File: config.mk
export PLATFORM = sky130hd
export DESIGN_NAME = ssp_top
export DESIGN_NICKNAME = d
export VERILOG_FILES = /design/src/verilog/ssp_pkg.sv /design/src/verilog/ssp_top.sv
export SDC_FILE = /design/constraint.sdc
export NUM_CORES = 1
export LEC_CHECK = 0
export BUFFER_PORTS_ARGS = -buffer_cell sky130_fd_sc_hd__buf_2
export CORE_ASPECT_RATIO = 0.6
export CORE_MARGIN = 2
export CORE_UTILIZATION = 50
export CTS_CLUSTER_DIAMETER = 30
export DETAILED_ROUTE_END_ITERATION = 16
export GPL_ROUTABILITY_DRIVEN = 0
export MAX_ROUTING_LAYER = met4
export PLACE_DENSITY = 0.74
export SLEW_MARGIN = 20
export SYNTH_ARGS = -nofsm -noshare
export SYNTH_HDL_FRONTEND = slang
export SYNTH_SLANG_ARGS = --single-unit
File: constraint.sdc
create_clock -name pclk -period 3.19 [get_ports pclk]
set_input_delay 0 -clock pclk [delete_from_list [all_inputs] [get_ports pclk]]
set_output_delay 0 -clock pclk [all_outputs]
set_load 0.05 [all_outputs]
File: src/verilog/ssp_pkg.sv
package ssp_pkg;
    // Register byte offsets
    localparam logic [7:0] SSP_OFF_CTRL  = 8'h00;
    localparam logic [7:0] SSP_OFF_DATA  = 8'h04;
    localparam logic [7:0] SSP_OFF_STAT  = 8'h08;
    localparam logic [7:0] SSP_OFF_MASK  = 8'h0C;
    localparam logic [7:0] SSP_OFF_PRESC = 8'h10;

    // Control field positions
    localparam int SSP_B_CLKSEL = 7;
    localparam int SSP_B_LSBF   = 6;
    localparam int SSP_B_TXRX   = 5;
    localparam int SSP_B_EDGE   = 4;
    localparam int SSP_B_START  = 3;
    localparam int SSP_B_SHEN   = 2;
    localparam int SSP_B_IE     = 1;
    localparam int SSP_B_PEND   = 0;

    // Status and mask field positions
    localparam int SSP_B_DONE = 0;

    // Reset values
    localparam logic [7:0] SSP_RST_CTRL  = 8'h00;
    localparam logic [7:0] SSP_RST_DATA  = 8'h00;
    localparam logic [7:0] SSP_RST_STAT  = 8'h00;
    localparam logic [7:0] SSP_RST_MASK  = 8'h00;
    localparam logic [7:0] SSP_RST_PRESC = 8'h03;

    // Last count of the 3-bit counter, one less than the 8 bits per transfer
    localparam logic [2:0] SSP_LAST_BIT = 3'h7;

    // Transfer state
    typedef enum logic [1:0] {
        SSP_IDLE  = 2'b01,
        SSP_SHIFT = 2'b10
    } ssp_state_t;
endpackage

File: src/verilog/ssp_top.sv
`timescale 1ns/100ps
module ssp_top
    import ssp_pkg::*;
(
    // Clock and reset
    input  wire logic        pclk,
    input  wire logic        presetn,
    // APB slave
    input  wire logic        psel,
    input  wire logic        penable,
    input  wire logic        pwrite,
    input  wire logic [7:0]  paddr,
    input  wire logic [31:0] pwdata,
    output logic      [31:0] prdata,
    output logic             pready,
    output logic             pslverr,
    // Serial pins
    input  wire logic        sck_in,
    output logic             sck_out,
    output logic             sck_oe_n,
    input  wire logic        si,
    output logic             so,
    output logic             so_oe_n,
    // Interrupt
    output logic             irq
);

    // Address decode, used by the error answer only
    function automatic logic ssp_mapped(input logic [7:0] a);
        ssp_mapped = (a == SSP_OFF_CTRL) || (a == SSP_OFF_DATA) || (a == SSP_OFF_STAT)
                  || (a == SSP_OFF_MASK) || (a == SSP_OFF_PRESC);
    endfunction

    // Next bit to drive from the shift register
    function automatic logic ssp_head(input logic [7:0] d, input logic lsbf);
        ssp_head = lsbf ? d[0] : d[7];
    endfunction

    // Register state and next values
    // Every register here runs on every clock edge
    logic [7:0]  ctrl;
    logic [7:0]  next_ctrl;
    logic [7:0]  stat;
    logic [7:0]  next_stat;
    logic [7:0]  mask;
    logic [7:0]  next_mask;
    logic [7:0]  presc;
    logic [7:0]  next_presc;
    logic [7:0]  shreg;
    logic [7:0]  next_shreg;
    logic [2:0]  cnt;
    logic [2:0]  next_cnt;
    logic [7:0]  div;
    logic [7:0]  next_div;
    logic        sck_int;
    logic        next_sck_int;
    logic        so_bit;
    logic        next_so_bit;
    logic [31:0] next_prdata;
    logic [7:0]  rd_cap;
    logic [7:0]  next_rd_cap;
    ssp_state_t  state;
    ssp_state_t  next_state;

    // Synchroniser stages and decoded strobes
    logic [2:0]  sck_sync;
    logic [1:0]  si_sync;
    logic        ext_rise;
    logic        ext_fall;
    logic        int_rise;
    logic        int_fall;
    logic        edge_rise;
    logic        edge_fall;
    logic        rx_edge;
    logic        tx_edge;
    logic        div_tick;
    logic        idle_lvl;
    logic        wr_acc;
    logic        rd_acc;
    logic        setup;
    logic        start;
    logic        done;

    // Pin synchronisers; stage 0 feeds only stage 1
    // Shift clock keeps a third stage for edge detection
    // Costs two to three cycles of latency on external edges
    // A false edge after reset is harmless: the port is idle then
    always_ff @(posedge pclk or negedge presetn) begin
        if (!presetn) begin
            sck_sync <= 3'h0;
            si_sync  <= 2'h0;
        end else begin
            sck_sync <= {sck_sync[1:0], sck_in};
            si_sync  <= {si_sync[0], si};
        end
    end

    // Bus phases; the slave never stalls
    // Writes land at the end of the access cycle
    // Read data is registered at the setup edge
    // Unmapped offsets answer with an error, no state change
    assign setup   = psel && !penable;
    assign wr_acc  = psel && penable && pwrite;
    assign rd_acc  = psel && penable && !pwrite;
    assign pready  = 1'b1;
    assign pslverr = psel && penable && !ssp_mapped(paddr);

    assign start = wr_acc && (paddr == SSP_OFF_CTRL) && pwdata[SSP_B_START];

    // Shift clock edges from the selected source
    // External edges come from the synchronised copy only
    // Internal edges are the divider ticks themselves
    assign ext_rise  = sck_sync[1] && !sck_sync[2];
    assign ext_fall  = !sck_sync[1] && sck_sync[2];
    assign int_rise  = div_tick && !sck_int;
    assign int_fall  = div_tick && sck_int;
    assign edge_rise = ctrl[SSP_B_CLKSEL] ? ext_rise : int_rise;
    assign edge_fall = ctrl[SSP_B_CLKSEL] ? ext_fall : int_fall;

    // Edge field picks which edge samples and which drives
    assign rx_edge = ctrl[SSP_B_EDGE] ? edge_fall : edge_rise;
    assign tx_edge = ctrl[SSP_B_EDGE] ? edge_rise : edge_fall;

    // Internal clock idles so that its first edge samples
    // Ticks keep running while idle until the level settles
    // Limitation: an edge field change mid-byte is not guarded
    assign idle_lvl = ctrl[SSP_B_EDGE];
    assign div_tick = (div == 8'h00) && ctrl[SSP_B_SHEN]
                   && ((state == SSP_SHIFT) || (sck_int != idle_lvl));

    assign done = (state == SSP_SHIFT) && rx_edge && (cnt == SSP_LAST_BIT);

    // Transfer sequencer next values
    // Eight sample edges make one byte
    // Drive edges only refresh the output bit
    // Restart while busy clears the counter only
    // Data written while busy is dropped, not queued
    always_comb begin
        next_state   = state;
        next_cnt     = cnt;
        next_shreg   = shreg;
        next_so_bit  = so_bit;
        next_sck_int = sck_int;
        next_div     = div;
        // Half period counter, reloaded from the prescaler
        if (!ctrl[SSP_B_SHEN] || ctrl[SSP_B_CLKSEL]) begin
            next_div     = presc;
            next_sck_int = idle_lvl;
        end else if (div_tick) begin
            next_div     = presc;
            next_sck_int = !sck_int;
        end else if (div != 8'h00) begin
            next_div = div - 8'h01;
        end
        // Software may load data only while idle
        if (wr_acc && (paddr == SSP_OFF_DATA) && (state == SSP_IDLE)) begin
            next_shreg  = pwdata[7:0];
            next_so_bit = ssp_head(pwdata[7:0], ctrl[SSP_B_LSBF]);
        end
        case (state)
            SSP_IDLE: begin
                if (start) begin
                    next_cnt    = 3'h0;
                    next_state  = SSP_SHIFT;
                    // Order field of this same write decides the first bit
                    // The old control value would lag by one write
                    next_so_bit = ssp_head(shreg, pwdata[SSP_B_LSBF]);
                    next_div    = presc;
                end
            end
            SSP_SHIFT: begin
                if (start) begin
                    next_cnt = 3'h0;
                end else if (ctrl[SSP_B_SHEN] && rx_edge) begin
                    // Sample, then shift toward the head end
                    if (ctrl[SSP_B_LSBF]) begin
                        next_shreg = {ctrl[SSP_B_TXRX] & si_sync[1], shreg[7:1]};
                    end else begin
                        next_shreg = {shreg[6:0], ctrl[SSP_B_TXRX] & si_sync[1]};
                    end
                    next_cnt = cnt + 3'h1;
                    if (cnt == SSP_LAST_BIT) begin
                        next_state = SSP_IDLE;
                    end
                end else if (ctrl[SSP_B_SHEN] && tx_edge) begin
                    next_so_bit = ssp_head(shreg, ctrl[SSP_B_LSBF]);
                end
            end
            default: begin
                next_state = SSP_IDLE;
            end
        endcase
    end

    // Transfer sequencer registers
    always_ff @(posedge pclk or negedge presetn) begin
        if (!presetn) begin
            state   <= SSP_IDLE;
            cnt     <= 3'h0;
            shreg   <= SSP_RST_DATA;
            so_bit  <= 1'b1;
            sck_int <= 1'b0;
            div     <= 8'h00;
        end else begin
            state   <= next_state;
            cnt     <= next_cnt;
            shreg   <= next_shreg;
            so_bit  <= next_so_bit;
            sck_int <= next_sck_int;
            div     <= next_div;
        end
    end

    // Register file next values; hardware set wins over software clear
    // Start bit is a strobe and never stored
    // Pending is written like any field, then set by hardware
    // Status clears only through a read of itself
    always_comb begin
        next_ctrl   = ctrl;
        next_stat   = stat;
        next_mask   = mask;
        next_presc  = presc;
        next_rd_cap = rd_cap;
        if (wr_acc) begin
            case (paddr)
                SSP_OFF_CTRL:  next_ctrl  = pwdata[7:0] & ~(8'h01 << SSP_B_START);
                SSP_OFF_MASK:  next_mask  = pwdata[7:0];
                SSP_OFF_PRESC: next_presc = pwdata[7:0];
                default:       next_ctrl  = ctrl;
            endcase
        end
        // Only bits seen by the read are cleared, so a late event survives
        if (rd_acc && (paddr == SSP_OFF_STAT)) begin
            next_stat = stat & ~rd_cap;
        end
        if (done) begin
            next_ctrl[SSP_B_PEND] = 1'b1;
            next_stat[SSP_B_DONE] = 1'b1;
        end
        // Read mux loads at setup and holds through access
        // Upper bits always read as zero
        next_prdata = 32'h0000_0000;
        if (setup && !pwrite) begin
            case (paddr)
                SSP_OFF_CTRL:  next_prdata = {24'h000000, ctrl};
                SSP_OFF_DATA:  next_prdata = {24'h000000, shreg};
                SSP_OFF_STAT:  next_prdata = {24'h000000, stat};
                SSP_OFF_MASK:  next_prdata = {24'h000000, mask};
                SSP_OFF_PRESC: next_prdata = {24'h000000, presc};
                default:       next_prdata = 32'h0000_0000;
            endcase
            next_rd_cap = (paddr == SSP_OFF_STAT) ? stat : 8'h00;
        end else if (!psel) begin
            next_prdata = 32'h0000_0000;
        end else begin
            next_prdata = prdata;
        end
    end

    // Register file registers
    always_ff @(posedge pclk or negedge presetn) begin
        if (!presetn) begin
            ctrl   <= SSP_RST_CTRL;
            stat   <= SSP_RST_STAT;
            mask   <= SSP_RST_MASK;
            presc  <= SSP_RST_PRESC;
            rd_cap <= 8'h00;
            prdata <= 32'h0000_0000;
        end else begin
            ctrl   <= next_ctrl;
            stat   <= next_stat;
            mask   <= next_mask;
            presc  <= next_presc;
            rd_cap <= next_rd_cap;
            prdata <= next_prdata;
        end
    end

    // Pin drive; enables are low while driving
    // Clock pin is driven only from the internal source
    // Data pin released while shifting is disabled
    assign sck_out  = sck_int;
    assign sck_oe_n = ctrl[SSP_B_CLKSEL] || !ctrl[SSP_B_SHEN];
    assign so       = so_bit;
    assign so_oe_n  = !ctrl[SSP_B_SHEN];

    // Interrupt gated by the enable bit and the mask
    // Level output; stays high until status is read
    // Clearing the enable hides it without losing status
    assign irq = ctrl[SSP_B_IE] && (|(stat & mask));

endmodule

==> key figures, run 1 <==
Outcome
  • Status: finished, final reports clean

CTS
  • H-tree Lvls: 3
  • Post-cts resize count: 0
  • # hold bufs at CTS: 7
  • Longest Clk Path Bufs: 2
  • Worst-skew pair later-pin latency: 0.34 ns
  • Clk sinks: 75
  • Clock tree from TritonCTS: built
  • Clk slew on worst S/H paths: 0.06 ns
  • Total CTS buffers: 9
  • Postcts setup bufs: 0
  • CTS root buffer: clkbuf_16

STA
  • Final min period: 2.48 ns
  • Rel. slew slack: 0.370
  • Final worst path period share: 0.776
  • Fmax: 404 MHz
  • Actual slew at the worst max-slew pin: 0.945 ns
  • RSZ-0062 raised after global routing: no
  • Max Clock Skew: 0.00636 ns
  • Slew Limit Fails: 0
  • Total negative slack: 0 ns
  • Setup violators final: 0
  • Fin. Hold Viols: 0

Pwr
  • Sequential Power Share: 0.461
  • Psw: 541 µW
  • Pwr dens: 463 nW/µm²
  • Worst VDD drop: 351 µV
  • P_leak: 2.13 nW
  • Comb power frac: 0.095
  • Int Power: 1.58 mW
  • Power share of the clock group: 0.444
  • Switching part of the total: 0.255

GRT
  • GR Util met2: 0.326
  • Initial antenna violation count: 0
  • Grt ovf: 0
  • Vias in the first global route: 2945
  • Met3 global-route usage: 0.0851
  • Total GRT Usage: 0.244
  • First-pass GRT wire length: 15800 µm
  • GRT busiest layer: met1
  • Met1 Usage GRT: 0.355
  • Largest net degree at the start of global routing: 76

Finish
  • Post-route cell area: 4570 µm²
  • Layout Cells excl Fill: 528
  • Antenna diode count: 0
  • Share of layout cells above drive strength 1: 0.236
  • Layout area overhead: 11.7%
  • Layout Nets: 468
  • Finished Core Util: 0.578

Worst setup path
  • CP startpoint: state[0]$_DFFE_PN1P_
  • Critical Path End Type: flop
  • Crit path max-delay family: simple AND/OR/NAND/NOR gates
  • RR Startpoint: state[0]$_DFFE_PN1P_
  • Crit path cell chain: ha_1, nor3b_1, and4_1, a21oi_1, a311oi_1, nand3b_1
  • Critical-path top delay cell: dfstp_2
  • Worst Path Required: 3.44 ns
  • WP buf/inv: 0
  • Biggest cell delay along the critical path: 0.54 ns
  • Arr. time, crit path: 2.73 ns
  • Crit path max fanout: 9
  • Crit path launch type: flop
  • Setup Crit Path Kind: reg -> reg

Logic synthesis
  • Post-Syn Area per Cell: 10.9 µm²
  • Unique masters post-synth: 59
  • Register bit total from synthesis: 75
  • Sequential fraction of the synthesis area: 0.460
  • Yosys top cell area share: 0.434
  • Async S/R FF share, synth: 1.00
  • Ys flop type: dfrtp_1
  • Commonest cells in the netlist: dfrtp_1, nand2_1, mux2i_1
  • Area leader, netlist: dfrtp_1
  • Synthesized instance count: 377
  • Mapped cell area: 4100 µm²
  • Most area-consuming cells after synthesis: dfrtp_1, mux2i_1, mux2_2
  • Most frequent cell after synthesis: dfrtp_1
  • Synth warnings: 0
  • Number of synthesized flops with an enable pin: 0

Floorplan
  • Initial Utilization: 0.517
  • Ports: 86
  • Core area: 7910 µm²
  • Std cell rows: 25
  • Die Height: 74.1 µm
  • Die ar.: 8950 µm²
  • DIE WIDTH: 121 µm

Drt
  • Routed Antenna Nets: 0
  • Drt first pass iters: 5
  • DR iter-0 viols: 318
  • Routed wire length: 9740 µm
  • DRC Markers: 0
  • Vias after detailed routing: 3053
  • WL/cell: 18.5 µm
  • Vias/cell: 5.78

Place
  • Placed Instances: 505
  • Port bufs: 36
  • DPL Wire Length: 7010 µm
  • Dpl cell area: 4230 µm²

Worst hold path
  • HP Start: pwdata[7]
  • HP Class: in -> reg

Flow run
  • Count of maximum capacitance violations: 0
placed cells by master, fill, tap and decap left out, drive strengths merged, types with 8 or more instances in the layout:
| master | n |
|---|---|
| conb | 25 |
| buf | 36 |
| mux2 | 23 |
| clkbuf | 14 |
| dfrtp | 71 |
| a221oi | 8 |
| nor2 | 12 |
| inv | 11 |
| a21oi | 10 |
| o21ai | 19 |
| nand2 | 36 |
| mux2i | 33 |
layout make-up:
cell class,count,area [µm²]
Clock buffer,14,264
Timing Repair Buffer,43,253
Sequential cell,75,1880
Clock inverter,2,10.0
Fill cell,695,3340
Inverter,11,41.3
Tap cell,108,135
Multi-Input combinational cell,275,1990
cell families after synthesis:
kind of cell | synth area share
compound gates | 0.137
xor+xnor | 0.0171
fa+ha+maj | 0.0183
buf+inv | 0.0758
flops | 0.460
mux | 0.144
other cells | 0.00183
simple gates | 0.147
flip-flops by register name (all words and copies together), names as in the netlist, 2 cells and up:
register,count
shreg,8
cnt,3
state,2
mask,8
presc,8
ctrl,7
div,8
sck_sync,3
stat,8
si_sync,2
rd_cap,8
prdata,8
power groups by stage:
stage / registers, mW / clock network [mW] / logic, mW
floorplan: 0.992 / 0 / 0.154
global placement: 0.993 / 0 / 0.190
detailed placement: 0.994 / 0 / 0.193
CTS: 0.977 / 0.955 / 0.201
global route: 0.978 / 1.00 / 0.218
finish: 0.977 / 0.941 / 0.201
path summary, 6_finish.rpt:
| path | to | slack (ns) | cells after the start |
|---|---|---|---|
| worst max-delay path | so$_DFF_PN1_ | 0.71 | 6 |
| worst min-delay path | ctrl[7]$_DFFE_PN0P_ | 0.02 | 2 |
| worst max register to register | so$_DFF_PN1_ | 0.71 | 6 |
| min in group asynchronous | div[3]$_DFF_PN0_ | 0.33 | 2 |
| max in group asynchronous | mask[1]$_DFFE_PN0P_ | 2.22 | 2 |
| worst min register to register | si_sync[1]$_DFF_PN0_ | 0.35 | 0 |
per-layer routing:
metal,routed length (µm),up-vias
li1,-,1394
met1,4810,1511
met2,3910,134
met3,911,14
met4,107,0
met5,0,-
per-stage QoR:
step | hold WS, ns | power (mW) | setup slack [ns]
after floorplan | -0.296 | 1.15 | 1.22
after global routing | 0.000564 | 2.20 | 0.543
after detailed placement | 0.111 | 1.19 | 0.766
final | 0.0177 | 2.12 | 0.714
after CTS | 0.00761 | 2.13 | 0.746
after global placement | 0.110 | 1.18 | 0.852
No activity file was read; power rests on OpenSTA's default activity.
==> run 2: changes to the inputs <==
Settings changed: PLACE_DENSITY 0.74 to 0.77.
Clock period 3.19 ns to 2.2 ns, I/O delays scaled along.
==> key figures, run 2 (synthesis results as in run 1) <==
STA
  • Rel. slew slack: 0.366 (-0.00454)
  • Fin. Hold Viols: 0 (unchanged)
  • Actual slew at the worst max-slew pin: 0.951 ns (+0.00681 ns)
  • Final setup margin: 0.145 ns (-0.569 ns)
  • Setup violators final: 0 (unchanged)
  • Final worst path period share: 0.934 (+0.158)
  • Fmax: 487 MHz (+20%)
  • Slew Limit Fails: 0 (unchanged)
  • Total negative slack: 0 ns (unchanged)
  • Max Clock Skew: 0.00297 ns (-0.00339 ns)
  • Final min period: 2.05 ns (-0.421 ns)

Pwr
  • P_leak: 2.20 nW (+3.3%)
  • Total Power: 3.09 mW (+46%)
  • Pwr dens: 658 nW/µm² (+42%)
  • Worst VDD drop: 456 µV (+30%)

Finish
  • Fillers: 680 (-2.2%)
  • Layout Cells excl Fill: 541 (+2.5%)
  • Layout Nets: 481 (+2.8%)
  • Most frequent cells in the layout: dfrtp_1, nand2_1, buf_2
  • Share of layout cells above drive strength 1: 0.252 (+0.0160)
  • Layout area overhead: 14.7%
  • Commonest non-fill, non-tap cell in the layout: dfrtp_1
  • Antenna diode count: 0 (unchanged)
  • Finished Core Util: 0.594 (+0.0155)

Floorplan
  • Die Height: 74.1 µm (unchanged)
  • Core area: 7910 µm² (unchanged)
  • Die ar.: 8950 µm² (unchanged)
  • Initial Utilization: 0.517 (unchanged)
  • Std cell rows: 25 (unchanged)
  • Ports: 86 (unchanged)
  • DIE WIDTH: 121 µm (unchanged)

CTS
  • H-tree Lvls: 3 (unchanged)
  • Longest Clk Path Bufs: 2 (unchanged)
  • Postcts setup bufs: 0 (unchanged)
  • Clk slew on worst S/H paths: 0.06 ns (about the same)
  • Clock tree from TritonCTS: built
  • Clk sinks: 75 (unchanged)
  • Total CTS buffers: 9 (unchanged)
  • CTS root buffer: clkbuf_16
  • Worst-skew pair later-pin latency: 0.34 ns (about the same)

GRT
  • First-pass GRT wire length: 16100 µm (+1.5%)
  • Grt ovf: 0 (unchanged)
  • GRT busiest layer: met1
  • Vias in the first global route: 3097 (+5.2%)
  • Largest net degree at the start of global routing: 76 (unchanged)
  • Met3 global-route usage: 0.0790 (-0.00613)
  • Total GRT Usage: 0.248 (+0.00425)
  • Met1 Usage GRT: 0.351 (-0.00387)
  • GR Util met2: 0.343 (+0.0162)
  • Initial antenna violation count: 0 (unchanged)

Worst setup path
  • Setup Crit Path Kind: reg -> reg
  • RR Startpoint: div[0]$_DFF_PN0_
  • Flop2flop setup slack: 0.15 ns (-0.57 ns)
  • R2R depth: 7 (+1)
  • Critical Path End Type: flop
  • CP startpoint: div[0]$_DFF_PN0_
  • Worst Path Required: 2.43 ns (-1.01 ns)
  • Crit path launch type: flop
  • RR Endpoint: cnt[1]$_DFFE_PN0P_
  • Arr. time, crit path: 2.28 ns (-0.45 ns)
  • Crit path max fanout: 5 (-4)
  • Critical Path End: cnt[1]$_DFFE_PN0P_

Drt
  • DR iter-0 viols: 257 (-19%)
  • Vias/cell: 5.73 (-0.84%)
  • Routed wire length: 9810 µm (+0.73%)
  • Drt first pass iters: 4 (-1)
  • WL/cell: 18.1 µm (-1.7%)
  • Vias after detailed routing: 3102 (+1.6%)
  • Routed Antenna Nets: 0 (unchanged)
  • DRC Markers: 0 (unchanged)

Place
  • Pre-CTS setup slack: 0.0964 ns (-0.670 ns)
  • Port bufs: 36 (unchanged)
  • Placed Instances: 514 (+1.8%)
  • DPL Wire Length: 7250 µm (+3.4%)

Outcome
  • Status: finished, final reports clean

Flow run
  • Count of maximum capacitance violations: 0 (unchanged)

Worst hold path
  • HP Class: in -> reg
  • Hold Path Stages: 2 (unchanged)
run 2: changes by cell type in the layout (fill, tap and decap cells not counted):
cell	delta
a32oi_4	+1
nor3b_2	-1
a32oi_2	-1
and3_2	+1
dlygate4sd3_1	+3
buf_4	+9
nor3b_4	+1
run 2: repair_timing:
action	4_1_cts	5_1_grt
hold buffers	10	0
gates resized for setup	0	2
setup endpoints to repair	0	10
hold endpoints to repair	91	0
run 2: power by group:
| group | leakage, nW | switching, mW | total [mW] | internal, mW |
|---|---|---|---|---|
| sequential | 1.01 | 0.0170 | 1.42 | 1.40 |
| combinational | 1.05 | 0.224 | 0.299 | 0.0754 |
| clock | 0.137 | 0.552 | 1.37 | 0.822 |
run 2: through the flow:
stage / area [µm²] / hold WS (ns)
after global routing: 4700 / 0.0455
after floorplan: 4180 / -0.296
after global placement: 4300 / 0.111
final: 4700 / 0.0417
after CTS: 4670 / 0.0194
after detailed placement: 4300 / 0.112
run 2: worst min path at each step:
stage	startpoint	end	slack, ns
after floorplan	presetn	cnt[0]$_DFFE_PN0P_	-0.30
after global placement	si	si_sync[0]$_DFF_PN0_	0.11
after detailed placement	si	si_sync[0]$_DFF_PN0_	0.11
after CTS	pwdata[6]	mask[6]$_DFFE_PN0P_	0.02
after global routing	pwdata[6]	mask[6]$_DFFE_PN0P_	0.05
final	pwdata[6]	mask[6]$_DFFE_PN0P_	0.04
run 2: per-layer routing:
layer,routed length (µm),part of all wire
met1,4740,0.48
met3,875,0.089
met4,137,0.014
met5,0,0
met2,4060,0.41
run 2: worst max-delay path: stages (launching register included):
cell and delay (ns):
dfrtp_1 0.37, inv_1 0.12, ha_1 0.18, nor3b_4 0.25, nand4_1 0.19, a32oi_4 0.31
nand4_1 0.22, a32o_1 0.30
run 2: layout make-up:
| type | instances | area, µm² | share of cell area |
|---|---|---|---|
| Clock inverter | 2 | 10.0 | 0.00213 |
| Sequential cell | 75 | 1880 | 0.401 |
| Tap cell | 108 | 135 | 0.0288 |
| Inverter | 11 | 41.3 | 0.00879 |
| Multi-Input combinational cell | 276 | 2010 | 0.429 |
| Clock buffer | 14 | 264 | 0.0562 |
| Timing Repair Buffer | 55 | 350 | 0.0746 |
